$ cat config.mk
export PLATFORM = sky130hd
export DESIGN_NAME = isrs_readout
export DESIGN_NICKNAME = d
export VERILOG_FILES = /design/src/design/isrs_pkg.sv /design/src/design/isrs_pix_div.sv /design/src/design/isrs_serializer.sv /design/src/design/isrs_readout.sv
export SDC_FILE = /design/constraint.sdc
export NUM_CORES = 1
export LEC_CHECK = 0
export BUFFER_PORTS_ARGS = -buffer_cell sky130_fd_sc_hd__buf_4
export CAP_MARGIN = 20
export CORE_MARGIN = 8
export CORE_UTILIZATION = 58
export CTS_CLUSTER_DIAMETER = 150
export DETAILED_ROUTE_END_ITERATION = 12
export GPL_TIMING_DRIVEN = 0
export PLACE_DENSITY = 0.79
export SYNTH_ARGS = -nofsm -noshare
export SYNTH_HDL_FRONTEND = slang
export SYNTH_SLANG_ARGS = --single-unit
$ cat constraint.sdc
create_clock -name i_clk -period 16.9 [get_ports i_clk]
set_input_delay 3.38 -clock i_clk [delete_from_list [all_inputs] [get_ports i_clk]]
set_output_delay 3.38 -clock i_clk [all_outputs]
set_load 0.005 [all_outputs]
$ cat src/design/isrs_pkg.sv
package isrs_pkg;

  // Link word and lane geometry.
  localparam int WORD_W = 12;
  localparam int NUM_LANES = 16;
  localparam int PIX_DIV = 12;

  // Register offsets on the configuration port.
  localparam logic [6:0] REG_EXPOSURE_COUNT = 7'h20;
  localparam logic [6:0] REG_EXPOSURE_SOURCE = 7'h51;
  localparam logic [6:0] REG_OVERHEAD_MULT = 7'h52;
  localparam logic [6:0] REG_SYNTH_IMAGE = 7'h53;
  localparam logic [6:0] REG_ALIGNMENT_WORD = 7'h5a;
  localparam logic [6:0] REG_DEBUG_ONE_SEL = 7'h5c;
  localparam logic [6:0] REG_DEBUG_TWO_SEL = 7'h62;

  // Values after reset.
  localparam logic [15:0] RST_EXPOSURE_COUNT = 16'h0f00;
  localparam logic RST_EXPOSURE_SOURCE = 1'b0;
  localparam logic [7:0] RST_OVERHEAD_MULT = 8'h50;
  localparam logic RST_SYNTH_IMAGE = 1'b0;
  localparam logic [11:0] RST_ALIGNMENT_WORD = 12'h000;
  localparam logic [3:0] RST_DEBUG_ONE_SEL = 4'h0;
  localparam logic [2:0] RST_DEBUG_TWO_SEL = 3'h0;

  // Timing figures, counted in pixel clock periods.
  localparam int ROW_PERIOD = 641;
  localparam int BURST_LEN = 640;
  localparam int EXP_OVH_FACTOR = 47;
  localparam int OVH_MULT_FACTOR = 80;
  localparam int OVH_MULT_DIV = 8;
  localparam int OVH_ROWS = 2;

  // Debug select codes.
  localparam logic [2:0] DBG2_ROW_VALID = 3'h0;
  localparam logic [2:0] DBG2_INTEG_ONE = 3'h3;
  localparam logic [2:0] DBG2_PIX_CLOCK = 3'h7;
  localparam logic [3:0] DBG1_FRAME_VALID = 4'h0;
  localparam logic [3:0] DBG1_OVERHEAD = 4'h2;
  localparam logic [3:0] DBG1_INTEG_TWO = 4'h3;

  // Control lane status word, bit 11 down to bit 0.
  typedef struct packed {
    logic [1:0] zero_hi;
    logic one9;
    logic zero8;
    logic integ_two;
    logic integ_one;
    logic overhead;
    logic [1:0] zero_mid;
    logic frame_valid;
    logic row_valid;
    logic pixel_valid;
  } isrs_status_t;

  typedef enum logic [1:0] {RD_IDLE = 2'h0, RD_OVERHEAD = 2'h1, RD_READOUT = 2'h3} isrs_rd_t;
  typedef enum logic [1:0] {EX_IDLE = 2'h0, EX_RUN = 2'h1, EX_PEND = 2'h3} isrs_ex_t;

endpackage

$ cat src/design/isrs_pix_div.sv
`timescale 1ns/10ps
// Makes the pixel rate enable, the forwarded bit clock and the slow debug clock.
module isrs_pix_div
  import isrs_pkg::*;
(
  input wire logic i_clk,
  input wire logic i_resetn,
  output logic o_pix_en,
  output logic o_ddr_clk,
  output logic o_slow_clk
);

  logic [3:0] cnt_q;

  // The enable fires on the last bit slot so a new word starts next cycle.
  assign o_pix_en = (cnt_q == 4'(PIX_DIV - 1));

  // Bit slot counter.
  always_ff @(posedge i_clk or negedge i_resetn) begin
    if (!i_resetn) begin
      cnt_q <= 4'h0;
    end else begin
      cnt_q <= o_pix_en ? 4'h0 : cnt_q + 4'h1;
    end
  end

  // Forwarded clock is high during even bits, so bit 0 goes out in the high phase.
  always_ff @(posedge i_clk or negedge i_resetn) begin
    if (!i_resetn) begin
      o_ddr_clk <= 1'b0;
      o_slow_clk <= 1'b0;
    end else begin
      o_ddr_clk <= o_pix_en ? 1'b1 : ~o_ddr_clk;
      o_slow_clk <= (cnt_q == 4'(PIX_DIV - 1)) || (cnt_q < 4'(PIX_DIV / 2 - 1));
    end
  end

endmodule

$ cat src/design/isrs_serializer.sv
`timescale 1ns/10ps
// Shifts one word out per pixel period, least significant bit first.
module isrs_serializer
  import isrs_pkg::*;
(
  input wire logic i_clk,
  input wire logic i_resetn,
  input wire logic i_load,
  input wire logic [WORD_W-1:0] i_word,
  output logic o_bit
);

  logic [WORD_W-1:0] sh_q;

  // Load on the pixel enable, then shift right each bit slot.
  always_ff @(posedge i_clk or negedge i_resetn) begin
    if (!i_resetn) begin
      sh_q <= '0;
    end else if (i_load) begin
      sh_q <= i_word;
    end else begin
      sh_q <= {1'b0, sh_q[WORD_W-1:1]};
    end
  end

  assign o_bit = sh_q[0];

endmodule

$ cat src/design/isrs_readout.sv
`timescale 1ns/10ps
// Summary of operation
// - Control lane word bit 0 pixel valid, bit 1 row valid, bit 2 frame valid.
// - Bits 3,4,8,10,11 are zero, bit 9 one; idle word is only bit 9.
// - Bit 5 is high during the frame overhead period.
// - Bit 6 and bit 7 are high while the two integration blocks integrate.
// - Control lane always carries status words, never the training word.
// - All 16 data lanes send the training word whenever no pixel is valid.
// - The 12-bit training word comes from the writable register at address 90.
// - With register 83 bit 0 set, a frame request yields a synthetic image.
// - Synthetic pixel equals row number plus pixel number plus lane index.
// - Register 81 bit 0 picks internal count (0, default) or pin-timed exposure.
// - External exposure runs from start-pin rising edge to request-pin rising edge.
// - Internal exposure lasts (count-1)*641+1+47*multiplier pixel periods; count minimum one.
// - The pixel period is twelve periods of the input clock.
// - Overhead lasts 80*mult + mult/8 + 2*641 pixel periods.
// - Readout lasts 641 pixel periods per row pair, lines divided by sides.
// - Frame is overhead plus readout; next exposure overlaps the current readout.
// - Debug pins show selected row/frame valid, overhead, integration or slow clock.
// - Bursts of 640 pixels per lane, separated by a one-period gap.
// - Words leave LSB first, bit 0 during the forwarded clock high phase.
module isrs_readout
  import isrs_pkg::*;
#(
  parameter int NUM_LINES = 3840,
  parameter int NUM_SIDES = 2
) (
  input wire logic i_clk,
  input wire logic i_resetn,
  input wire logic i_reg_wr,
  input wire logic i_reg_rd,
  input wire logic [6:0] i_reg_addr,
  input wire logic [15:0] i_reg_wdata,
  output logic [15:0] o_reg_rdata,
  output logic o_reg_rvalid,
  input wire logic i_frame_req_pin,
  input wire logic i_exposure_start_pin,
  input wire logic [NUM_LANES*WORD_W-1:0] i_pixel_data,
  output logic [NUM_LANES-1:0] o_data_lanes,
  output logic o_control_lane,
  output logic o_lvds_clk,
  output logic o_debug_pin_one,
  output logic o_debug_pin_two
);

  localparam int BURSTS = NUM_LINES / NUM_SIDES;

  // Refuse geometries the burst counter cannot represent.
  if (NUM_SIDES < 1 || NUM_SIDES > 2 || NUM_LINES < NUM_SIDES ||
      (NUM_LINES % NUM_SIDES) != 0 || BURSTS > 65535) begin : g_bad_geometry
    $error("isrs_readout: unsupported line or side count");
  end

  logic [15:0] exp_count_q;
  logic exp_source_q;
  logic [7:0] ovh_mult_q;
  logic synth_q;
  logic [11:0] align_q;
  logic [3:0] dbg1_sel_q;
  logic [2:0] dbg2_sel_q;
  logic [15:0] rdata_q;
  logic rvalid_q;
  logic [2:0] req_sync_q;
  logic [2:0] start_sync_q;
  logic req_evt_q;
  logic start_evt_q;
  isrs_rd_t rd_q;
  isrs_ex_t ex_q;
  logic [31:0] rd_cnt_q;
  logic [31:0] ex_cnt_q;
  logic [9:0] pix_q;
  logic [15:0] burst_q;
  logic dbg1_q;
  logic dbg2_q;
  logic pix_en;
  logic slow_clk;
  logic [31:0] exp_len;
  logic [31:0] ovh_len;
  logic rd_free;
  logic exp_end;
  logic start_ovh;
  logic last_pix;
  isrs_status_t status;
  logic [NUM_LANES*WORD_W-1:0] lane_words;

  // Divider: twelve input clocks per pixel period and the forwarded bit clock.
  isrs_pix_div u_div (
    .i_clk(i_clk),
    .i_resetn(i_resetn),
    .o_pix_en(pix_en),
    .o_ddr_clk(o_lvds_clk),
    .o_slow_clk(slow_clk)
  );

  // Register writes from the configuration port.
  always_ff @(posedge i_clk or negedge i_resetn) begin
    if (!i_resetn) begin
      exp_count_q <= RST_EXPOSURE_COUNT;
      exp_source_q <= RST_EXPOSURE_SOURCE;
      ovh_mult_q <= RST_OVERHEAD_MULT;
      synth_q <= RST_SYNTH_IMAGE;
      align_q <= RST_ALIGNMENT_WORD;
      dbg1_sel_q <= RST_DEBUG_ONE_SEL;
      dbg2_sel_q <= RST_DEBUG_TWO_SEL;
    end else if (i_reg_wr) begin
      unique case (i_reg_addr)
        REG_EXPOSURE_COUNT: exp_count_q <= i_reg_wdata;
        REG_EXPOSURE_SOURCE: exp_source_q <= i_reg_wdata[0];
        REG_OVERHEAD_MULT: ovh_mult_q <= i_reg_wdata[7:0];
        REG_SYNTH_IMAGE: synth_q <= i_reg_wdata[0];
        REG_ALIGNMENT_WORD: align_q <= i_reg_wdata[11:0];
        REG_DEBUG_ONE_SEL: dbg1_sel_q <= i_reg_wdata[3:0];
        REG_DEBUG_TWO_SEL: dbg2_sel_q <= i_reg_wdata[2:0];
        default: ;
      endcase
    end
  end

  // Register reads answer one cycle after the strobe; unmapped offsets read zero.
  always_ff @(posedge i_clk or negedge i_resetn) begin
    if (!i_resetn) begin
      rdata_q <= 16'h0000;
      rvalid_q <= 1'b0;
    end else begin
      rvalid_q <= i_reg_rd;
      if (i_reg_rd) begin
        unique case (i_reg_addr)
          REG_EXPOSURE_COUNT: rdata_q <= exp_count_q;
          REG_EXPOSURE_SOURCE: rdata_q <= {15'h0000, exp_source_q};
          REG_OVERHEAD_MULT: rdata_q <= {8'h00, ovh_mult_q};
          REG_SYNTH_IMAGE: rdata_q <= {15'h0000, synth_q};
          REG_ALIGNMENT_WORD: rdata_q <= {4'h0, align_q};
          REG_DEBUG_ONE_SEL: rdata_q <= {12'h000, dbg1_sel_q};
          REG_DEBUG_TWO_SEL: rdata_q <= {13'h0000, dbg2_sel_q};
          default: rdata_q <= 16'h0000;
        endcase
      end
    end
  end

  assign o_reg_rdata = rdata_q;
  assign o_reg_rvalid = rvalid_q;

  // Pin synchronisers; only the second and third stages feed edge detection.
  always_ff @(posedge i_clk or negedge i_resetn) begin
    if (!i_resetn) begin
      req_sync_q <= 3'h0;
      start_sync_q <= 3'h0;
    end else begin
      req_sync_q <= {req_sync_q[1:0], i_frame_req_pin};
      start_sync_q <= {start_sync_q[1:0], i_exposure_start_pin};
    end
  end

  // Rising edges are held until the next pixel enable; a new edge wins over the clear.
  always_ff @(posedge i_clk or negedge i_resetn) begin
    if (!i_resetn) begin
      req_evt_q <= 1'b0;
      start_evt_q <= 1'b0;
    end else begin
      req_evt_q <= (req_sync_q[1] & ~req_sync_q[2]) | (req_evt_q & ~pix_en);
      start_evt_q <= (start_sync_q[1] & ~start_sync_q[2]) | (start_evt_q & ~pix_en);
    end
  end

  // Exposure and overhead lengths in pixel periods; a count of zero acts as one.
  always_comb begin
    exp_len = (((exp_count_q == 16'h0000) ? 32'd0 : 32'(exp_count_q) - 32'd1) *
               32'(ROW_PERIOD)) + 32'd1 + 32'(EXP_OVH_FACTOR) * 32'(ovh_mult_q);
    ovh_len = 32'(OVH_MULT_FACTOR) * 32'(ovh_mult_q) + 32'(ovh_mult_q / 8'(OVH_MULT_DIV)) +
              32'(OVH_ROWS * ROW_PERIOD);
  end

  // Readout may accept a finished exposure when idle or on its very last pixel slot.
  assign last_pix = (rd_q == RD_READOUT) && (pix_q == 10'(ROW_PERIOD - 1)) &&
                    (burst_q == 16'(BURSTS - 1));
  assign rd_free = (rd_q == RD_IDLE) || last_pix;
  assign exp_end = exp_source_q ? req_evt_q : (ex_cnt_q == 32'd1);
  assign start_ovh = pix_en && rd_free &&
                     (((ex_q == EX_RUN) && exp_end) || (ex_q == EX_PEND));

  // Exposure engine, running independently of readout so the two overlap.
  always_ff @(posedge i_clk or negedge i_resetn) begin
    if (!i_resetn) begin
      ex_q <= EX_IDLE;
      ex_cnt_q <= 32'd0;
    end else if (pix_en) begin
      unique case (ex_q)
        EX_IDLE: begin
          if (!exp_source_q && req_evt_q) begin
            ex_q <= EX_RUN;
            ex_cnt_q <= exp_len;
          end else if (exp_source_q && start_evt_q) begin
            ex_q <= EX_RUN;
          end
        end
        EX_RUN: begin
          if (exp_end) begin
            ex_q <= rd_free ? EX_IDLE : EX_PEND;
          end else if (!exp_source_q) begin
            ex_cnt_q <= ex_cnt_q - 32'd1;
          end
        end
        EX_PEND: begin
          if (rd_free) begin
            ex_q <= EX_IDLE;
          end
        end
        default: ex_q <= EX_IDLE;
      endcase
    end
  end

  // Readout engine: overhead, then row-pair bursts of 640 pixels plus one gap slot.
  always_ff @(posedge i_clk or negedge i_resetn) begin
    if (!i_resetn) begin
      rd_q <= RD_IDLE;
      rd_cnt_q <= 32'd0;
      pix_q <= 10'h000;
      burst_q <= 16'h0000;
    end else if (pix_en) begin
      if (start_ovh) begin
        rd_q <= RD_OVERHEAD;
        rd_cnt_q <= ovh_len;
      end else begin
        unique case (rd_q)
          RD_IDLE: ;
          RD_OVERHEAD: begin
            if (rd_cnt_q <= 32'd1) begin
              rd_q <= RD_READOUT;
              pix_q <= 10'h000;
              burst_q <= 16'h0000;
            end else begin
              rd_cnt_q <= rd_cnt_q - 32'd1;
            end
          end
          RD_READOUT: begin
            if (pix_q == 10'(ROW_PERIOD - 1)) begin
              pix_q <= 10'h000;
              if (burst_q == 16'(BURSTS - 1)) begin
                rd_q <= RD_IDLE;
              end else begin
                burst_q <= burst_q + 16'h0001;
              end
            end else begin
              pix_q <= pix_q + 10'h001;
            end
          end
          default: rd_q <= RD_IDLE;
        endcase
      end
    end
  end

  // Status word assembled from the engines' state.
  always_comb begin
    status = '0;
    status.one9 = 1'b1;
    status.frame_valid = (rd_q == RD_READOUT);
    status.row_valid = (rd_q == RD_READOUT) && (pix_q < 10'(BURST_LEN));
    status.pixel_valid = status.row_valid;
    status.overhead = (rd_q == RD_OVERHEAD);
    status.integ_one = (ex_q == EX_RUN);
    status.integ_two = (ex_q == EX_RUN);
  end

  // Per-lane words: pixel or synthetic value while valid, training word otherwise.
  generate
    for (genvar l = 0; l < NUM_LANES; l++) begin : g_lane
      always_comb begin
        if (!status.pixel_valid) begin
          lane_words[l*WORD_W +: WORD_W] = align_q;
        end else if (synth_q) begin
          lane_words[l*WORD_W +: WORD_W] = 12'(burst_q + 16'(pix_q) + 16'(l));
        end else begin
          lane_words[l*WORD_W +: WORD_W] = i_pixel_data[l*WORD_W +: WORD_W];
        end
      end
      isrs_serializer u_lane (
        .i_clk(i_clk),
        .i_resetn(i_resetn),
        .i_load(pix_en),
        .i_word(lane_words[l*WORD_W +: WORD_W]),
        .o_bit(o_data_lanes[l])
      );
    end
  endgenerate

  // Control lane carries only status words.
  isrs_serializer u_ctrl (
    .i_clk(i_clk),
    .i_resetn(i_resetn),
    .i_load(pix_en),
    .i_word(status),
    .o_bit(o_control_lane)
  );

  // Debug pin selection, registered; unlisted codes drive low.
  always_ff @(posedge i_clk or negedge i_resetn) begin
    if (!i_resetn) begin
      dbg1_q <= 1'b0;
      dbg2_q <= 1'b0;
    end else begin
      dbg1_q <= (dbg1_sel_q == DBG1_FRAME_VALID) ? status.frame_valid :
                (dbg1_sel_q == DBG1_OVERHEAD) ? status.overhead :
                (dbg1_sel_q == DBG1_INTEG_TWO) ? status.integ_two : 1'b0;
      dbg2_q <= (dbg2_sel_q == DBG2_ROW_VALID) ? status.row_valid :
                (dbg2_sel_q == DBG2_INTEG_ONE) ? status.integ_one :
                (dbg2_sel_q == DBG2_PIX_CLOCK) ? slow_clk : 1'b0;
    end
  end

  assign o_debug_pin_one = dbg1_q;
  assign o_debug_pin_two = dbg2_q;
endmodule

==> results of run 1 <==
==> routing by layer <==
metal	share of wire [%]	vias up
li1	-	10300
met1	40	11300
met2	45	1320
met3	10	274
met4	5.2	2
met5	0.015	-
==> logic make-up (layout without fill, tap and decap cells) <==
logic type | count (synthesis) | in the layout | synth area share (%)
simple gates | 827 | 827 | 15.2
compound gates | 746 | 746 | 18.4
flops | 374 | 374 | 37.9
buf+inv | 332 | 673 | 5.30
fa+ha+maj | 214 | 214 | 12.4
xor+xnor | 197 | 197 | 6.98
mux | 86 | 86 | 3.75
other cells | 1 | 13 | 0.0152
==> path summary, 6_finish.rpt <==
kind / from / to / slack (ns) / depth (start not counted)
min in group asynchronous: i_resetn / ex_cnt_q[27] / 2.71 / 1
worst max register to register: exp_count_q[4] / ex_cnt_q[27] / 8.98 / 27
worst max-delay path: exp_count_q[4] / ex_cnt_q[27] / 8.98 / 27
max in group asynchronous: i_resetn / ovh_mult_q[6] / 12.83 / 3
worst min-delay path: start_sync_q[0] / start_sync_q[1] / 0.35 / 0
worst min register to register: start_sync_q[0] / start_sync_q[1] / 0.35 / 0
==> state kept, by name, indices dropped and copies added (netlist names), 2 cells and up <==
signal              cells
u_ctrl.sh_q            10
ovh_mult_q              8
g_lane.u_lane.sh_q    192
u_div.cnt_q             4
pix_q                  10
align_q                12
exp_count_q            16
req_sync_q              3
start_sync_q            3
rd_cnt_q               32
dbg1_sel_q              4
dbg2_sel_q              3
ex_cnt_q               32
o_reg_rdata            16
ex_q                    2
rd_q                    2
burst_q                16
==> placed cells by master, fill, tap and decap left out, drive strengths merged, types with 12 or more instances in the layout <==
master / n
a211oi: 20
mux2i: 34
fa: 53
conb: 13
and3: 24
nor4: 21
ha: 161
a31oi: 15
nor2: 285
and2: 14
xnor2: 102
a221oi: 15
inv: 159
clkbuf: 192
or4: 12
xor2: 95
clkinv: 14
nand3: 73
nor3: 54
nor2b: 20
buf: 301
o211ai: 27
nand2b: 20
a22o: 35
o221ai: 29
mux2: 52
a22oi: 12
o21ai: 264
nand2: 257
a21oi: 216
dfrtp: 368
a21o: 31
==> layout make-up <==
class	count	area [um^2]
clock buffer	59	1220
buffer	173	714
timing repair buffer	261	2030
clock inverter	21	269
sequential	374	9370
fill	3347	13100
tap	539	674
multi-input combinational	2083	14100
inverter	159	597
==> power breakdown <==
| group | switching (uW) | internal [uW] |
|---|---|---|
| sequential | 85.2 | 991 |
| combinational | 969 | 673 |
| clock | 406 | 585 |
| total | 1460 | 2250 |
==> per-stage QoR <==
stage          total power, uW  hold slack, ns  cell area, um^2  worst slack (ns)  instances
3_5_place_dp              2700           0.338            27500              9.08       3589
4_1_cts                   3700           0.352            29000              9.05       3669
3_3_place_gp              2650           0.332            27400              8.87       3583
6_report                  3710           0.349            29000              8.98       3669
2_1_floorplan             2250           0.331            24800              9.97       2789
5_1_grt                   3970           0.354            29000              8.30       3669
==> worst reg2reg max path: cells and delay by family (launching register included) <==
family / cells / cell delay, ns
compound gates: 6 / 2.02
simple gates: 8 / 1.79
buf+inv: 6 / 0.85
flops: 1 / 0.45
fa+ha+maj: 7 / 2.70
==> impl_metrics.csv, run 1 <==
group,metric,value,unit
synthesis,ys_warn_count,0,
flow_run,maxCapViolations,0,
clock_network,cts_buffer_depth,3,
drt,routedWlPerCell,24.3,um
clock_network,clkSlewWorstSetupHoldPaths,0.06,ns
grt,met2_usage,54.7,%
cells_and_area,final_util,68.9,%
timing,hold_viol,0,
synthesis,async_reset_ff_share,100,%
synthesis,synth-seq-cells,374,
critical_path,cp_top_family,"adder cells",
critical_path,crit_buf_inv,6,
drt,drt-total-wl,89.0,mm
timing,setup_viol,0,
synthesis,seq_area_frac_synth,37.9,%
drt,drt_iter0_drc,2847,
timing,max_freq,126,MHz
clock_network,cts_resized,0,
critical_path,critPathRequiredTime,17.35,ns
floorplanning,core_area,42000,um^2
clock_network,postCtsSetupRepairBufs,0,
pwr,p_per_area,128,nW/um^2
clock_network,numCtsBuffers,43,
clock_network,h-tree-depth,2,
grt,grtUsageMet3,7.09,%
drt,antenna_left,0,
synthesis,yosys_most_used_dff,"dfrtp_1",
floorplanning,die_w,222,um
timing,fin_setup_tns,0,ns
synthesis,synth_top_area_share,37.2,%
synthesis,synthTopCellsByCount,"368 x dfrtp_1, 285 x nor2_1, 264 x o21ai_0",
timing,rsz0062_at_grt,"no",
cells_and_area,syn2layout_area_growth,17.2,%
placement,gp_congestion,1.04,
grt,grt_first_pass_wirelength,136,mm
floorplanning,die_y,222,um
cells_and_area,nNetsFinal,3530,
timing,finClkSkew,0.0188,ns
drt,num_vias,23200,
grt,antenna_found_initial,1,
clock_network,cts_root_buf,"clkbuf_16",
floorplanning,dieArea,49500,um^2
synthesis,synthesis.instances,2777,
synthesis,netlist_area,24700,um^2
synthesis,synth_edf_count,0,
grt,grt_max_degree,128,
clock_network,clock-sinks,374,
pwr,ir_worst_vdd,0.139,mV
floorplanning,num_rows,75,
critical_path,slowest_delay,0.53,ns
critical_path,crit_slowest_cell,"fa_1",
critical_path,critical_path_class,"reg2reg",
timing,fin_crit,7.92,ns
clock_network,clk-insertion-delay-late,0.58,ns
floorplanning,initial_core_util,58.8,%
grt,use_met1,46.7,%
synthesis,syn_avg_cell_area,8.90,um^2
floorplanning,boundaryPins,258,
synthesis,post-synth-top-count-cell,"dfrtp_1",
placement,port_buffers,255,
drt,drt_pass1_iterations,6,
worst_hold_path,hp-class,"reg2reg",
pwr,p_leak,0.0137,uW
timing,worst_pin_slew,1.17,ns
placement,dp_hpwl,68.9,mm
critical_path,worst-path-max-fanout,10,
grt,grt_use_total,35.1,%
timing,fin_crit_sh,46.9,%
outcome,outcome,"complete, no violations",
grt,grt-ovfl-total,0,
timing,slew_headroom,21.6,%
critical_path,worst_setup_path_start_kind,"register",
clock_network,cts_hold_buf,0,
cells_and_area,diodes,0,
clock_network,cts_tree,"built",
synthesis,synth_largest_area_cell,"dfrtp_1",
cells_and_area,drive_gt1_share,13.8,%
synthesis,synth_area_leaders,"dfrtp_1 37%, ha_1 8.1%, o21ai_0 5.3%, a21oi_1 4.4%, nor2_1 4.3%",
synthesis,ys_types,74,
critical_path,crit_path_end_kind,"register",
drt,via_per_inst,6.32,
critical_path,arrival,8.37,ns
grt,grt_busiest_layer,"met2",
drt,drc,0,
grt,grt_pass1_vias,23400,
timing,slew_viol_final,0,
Note: power is estimated with default switching activity, not from simulation.
==> run 2, diff against run 1 <==
- clock period: 16.9 -> 8.2 ns (I/O delays scaled with it)
==> run 2 against run 1 <==
Compared with the run above: setup slack got worse by 8.3 ns; total power grew 110%; register-to-register slack got worse by 8.3 ns; combinational power increased by 110%; non-clock buffer count is the same; largest power group unchanged; highest routed layer unchanged.
==> impl_metrics.csv, run 2 (synthesis results as in run 1) <==
group,metric,value,unit
timing,rsz0062_at_grt,"no",
drt,via_per_inst,6.30,
critical_path,arrival,7.96,ns
cells_and_area,stdcell_count,3669,
drt,drt_iter0_drc,2821,
cells_and_area,final_util,68.9,%
cells_and_area,mostFrequentLayoutCell,"dfrtp_1",
critical_path,r2r_setup_slack,0.69,ns
cells_and_area,final_cell_mix,"368 x dfrtp_1, 285 x nor2_1, 271 x buf_4",
worst_hold_path,hp-class,"reg2reg",
flow_run,maxCapViolations,0,
timing,fin_setup_tns,0,ns
clock_network,cts_root_buf,"clkbuf_16",
outcome,outcome,"complete, no violations",
floorplanning,initial_core_util,58.8,%
critical_path,worst_setup_path_start_kind,"register",
drt,drt_pass1_iterations,6,
clock_network,h-tree-depth,2,
critical_path,slowest_delay,0.53,ns
cells_and_area,largest_reg_flops,192,
floorplanning,dieArea,49500,um^2
critical_path,ff2ff_path_depth,27,
floorplanning,num_rows,75,
cells_and_area,reg.largest.list,"g_lane.u_lane.sh_q x192, ex_cnt_q x32, rd_cnt_q x32",
cells_and_area,top_register,"g_lane.u_lane.sh_q",
cells_and_area,diodes,0,
placement,post-place-cells,3589,
pwr,ir_worst_vdd,0.287,mV
cells_and_area,num-fill-cells,3347,
drt,antenna_left,0,
placement,post-place-ws,0.381,ns
cells_and_area,nNetsFinal,3530,
timing,setup_viol,0,
clock_network,postCtsSetupRepairBufs,0,
placement,port_buffers,255,
cells_and_area,syn2layout_area_growth,17.2,%
timing,hold_viol,0,
drt,met3_length,8.83,mm
drt,highest-signal-layer,"met5",
timing,layout_setup_ws,0.690,ns
critical_path,crit_path_end_kind,"register",
critical_path,critPathRequiredTime,8.65,ns
pwr,p_per_area,264,nW/um^2
drt,num_vias,23100,
drt,drc,0,
grt,grt_first_pass_wirelength,136,mm
worst_hold_path,hold_start,"start_sync_q[0]",
clock_network,numCtsBuffers,43,
critical_path,critical_path_class,"reg2reg",
timing,max_freq,133,MHz
floorplanning,die_y,222,um
clock_network,cts_tree,"built",
clock_network,clock-sinks,374,
placement,gp_congestion,1.04,
floorplanning,die_w,222,um
timing,slew_viol_final,0,
grt,grt-ovfl-total,0,
critical_path,crit_slowest_cell,"fa_1",
drt,drt-total-wl,88.9,mm
timing,finClkSkew,0.0214,ns
floorplanning,boundaryPins,258,
floorplanning,core_area,42000,um^2
grt,antenna_found_initial,1,
critical_path,timing.rr.end,"ex_cnt_q[27]",
drt,routedWlPerCell,24.2,um
clock_network,clkSlewWorstSetupHoldPaths,0.06,ns
worst_hold_path,worstHoldPathCells,0,
grt,grt_use_total,35.1,%
placement,dp_hpwl,68.9,mm
drt,met2_length,40.1,mm
grt,grt_max_degree,128,
clock_network,cts_buffer_depth,3,
timing,fin_crit,7.51,ns
cells_and_area,drive_gt1_share,13.9,%
clock_network,clk-insertion-delay-late,0.58,ns
critical_path,reg2reg_from,"exp_count_q[4]",
grt,grt_pass1_vias,23400,
critical_path,worst-path-max-fanout,10,
worst_hold_path,hold_end,"start_sync_q[1]",
timing,fin_crit_sh,91.6,%
pwr,p_leak,0.0137,uW
timing,slew_headroom,24.0,%
timing,worst_pin_slew,1.13,ns
drt,wl_met1,35.5,mm
==> run 2: cell type report <==
class | instances | area [um^2] | share of cell area [%]
clock inverters | 21 | 269 | 0.928
inverters | 159 | 597 | 2.06
plain buffers | 173 | 716 | 2.47
multi-input cells | 2083 | 14100 | 48.7
flip-flops and latches | 374 | 9370 | 32.3
clock buffers | 59 | 1220 | 4.20
well taps | 539 | 674 | 2.33
repair buffers | 261 | 2030 | 7.01
==> run 2: stage by stage <==
step	hold WS (ns)	total power [uW]	instance area [um^2]
finish	0.350	7660	29000
global route	0.354	8200	29000
CTS	0.352	7630	29000
detailed placement	0.338	5570	27500
global placement	0.332	5460	27400
floorplan	0.331	4640	24800
==> run 2: metal layers <==
layer / global-route usage [%] / vias up
li1: - / 10300
met1: 46.7 / 11300
met2: 54.7 / 1310
met3: 7.09 / 257
met4: 16.7 / 2
met5: 0 / -
==> run 2: timing repair <==
| item | CTS | global route |
|---|---|---|
| setup endpoints to repair | 0 | 3 |
| hold buffers | 0 | 0 |
| resized for setup | 0 | 5 |
==> run 2: worst max-delay path by stage <==
stage / endpoint / from / cells past startpoint
after floorplan: ex_cnt_q[27] / exp_count_q[6] / 26
after global placement: ex_cnt_q[27] / exp_count_q[4] / 27
after detailed placement: ex_cnt_q[27] / exp_count_q[4] / 27
after CTS: ex_cnt_q[27] / exp_count_q[4] / 27
after global routing: ex_cnt_q[27] / exp_count_q[4] / 27
final: ex_cnt_q[27] / exp_count_q[4] / 27
==> run 2: worst max-delay path, delay by kind of cell (launching register included) <==
family	cells	cell delay [ns]
buffers and inverters	6	0.74
AO/OA/AOI/OAI	6	1.83
AND/OR/NAND/NOR	8	1.72
adder cells (fa/ha/maj)	7	2.67
flip-flops	1	0.45
==> run 2: power by group <==
group	switching (uW)	internal (uW)
clock network	837	1210
registers	175	2040
logic	2010	1390
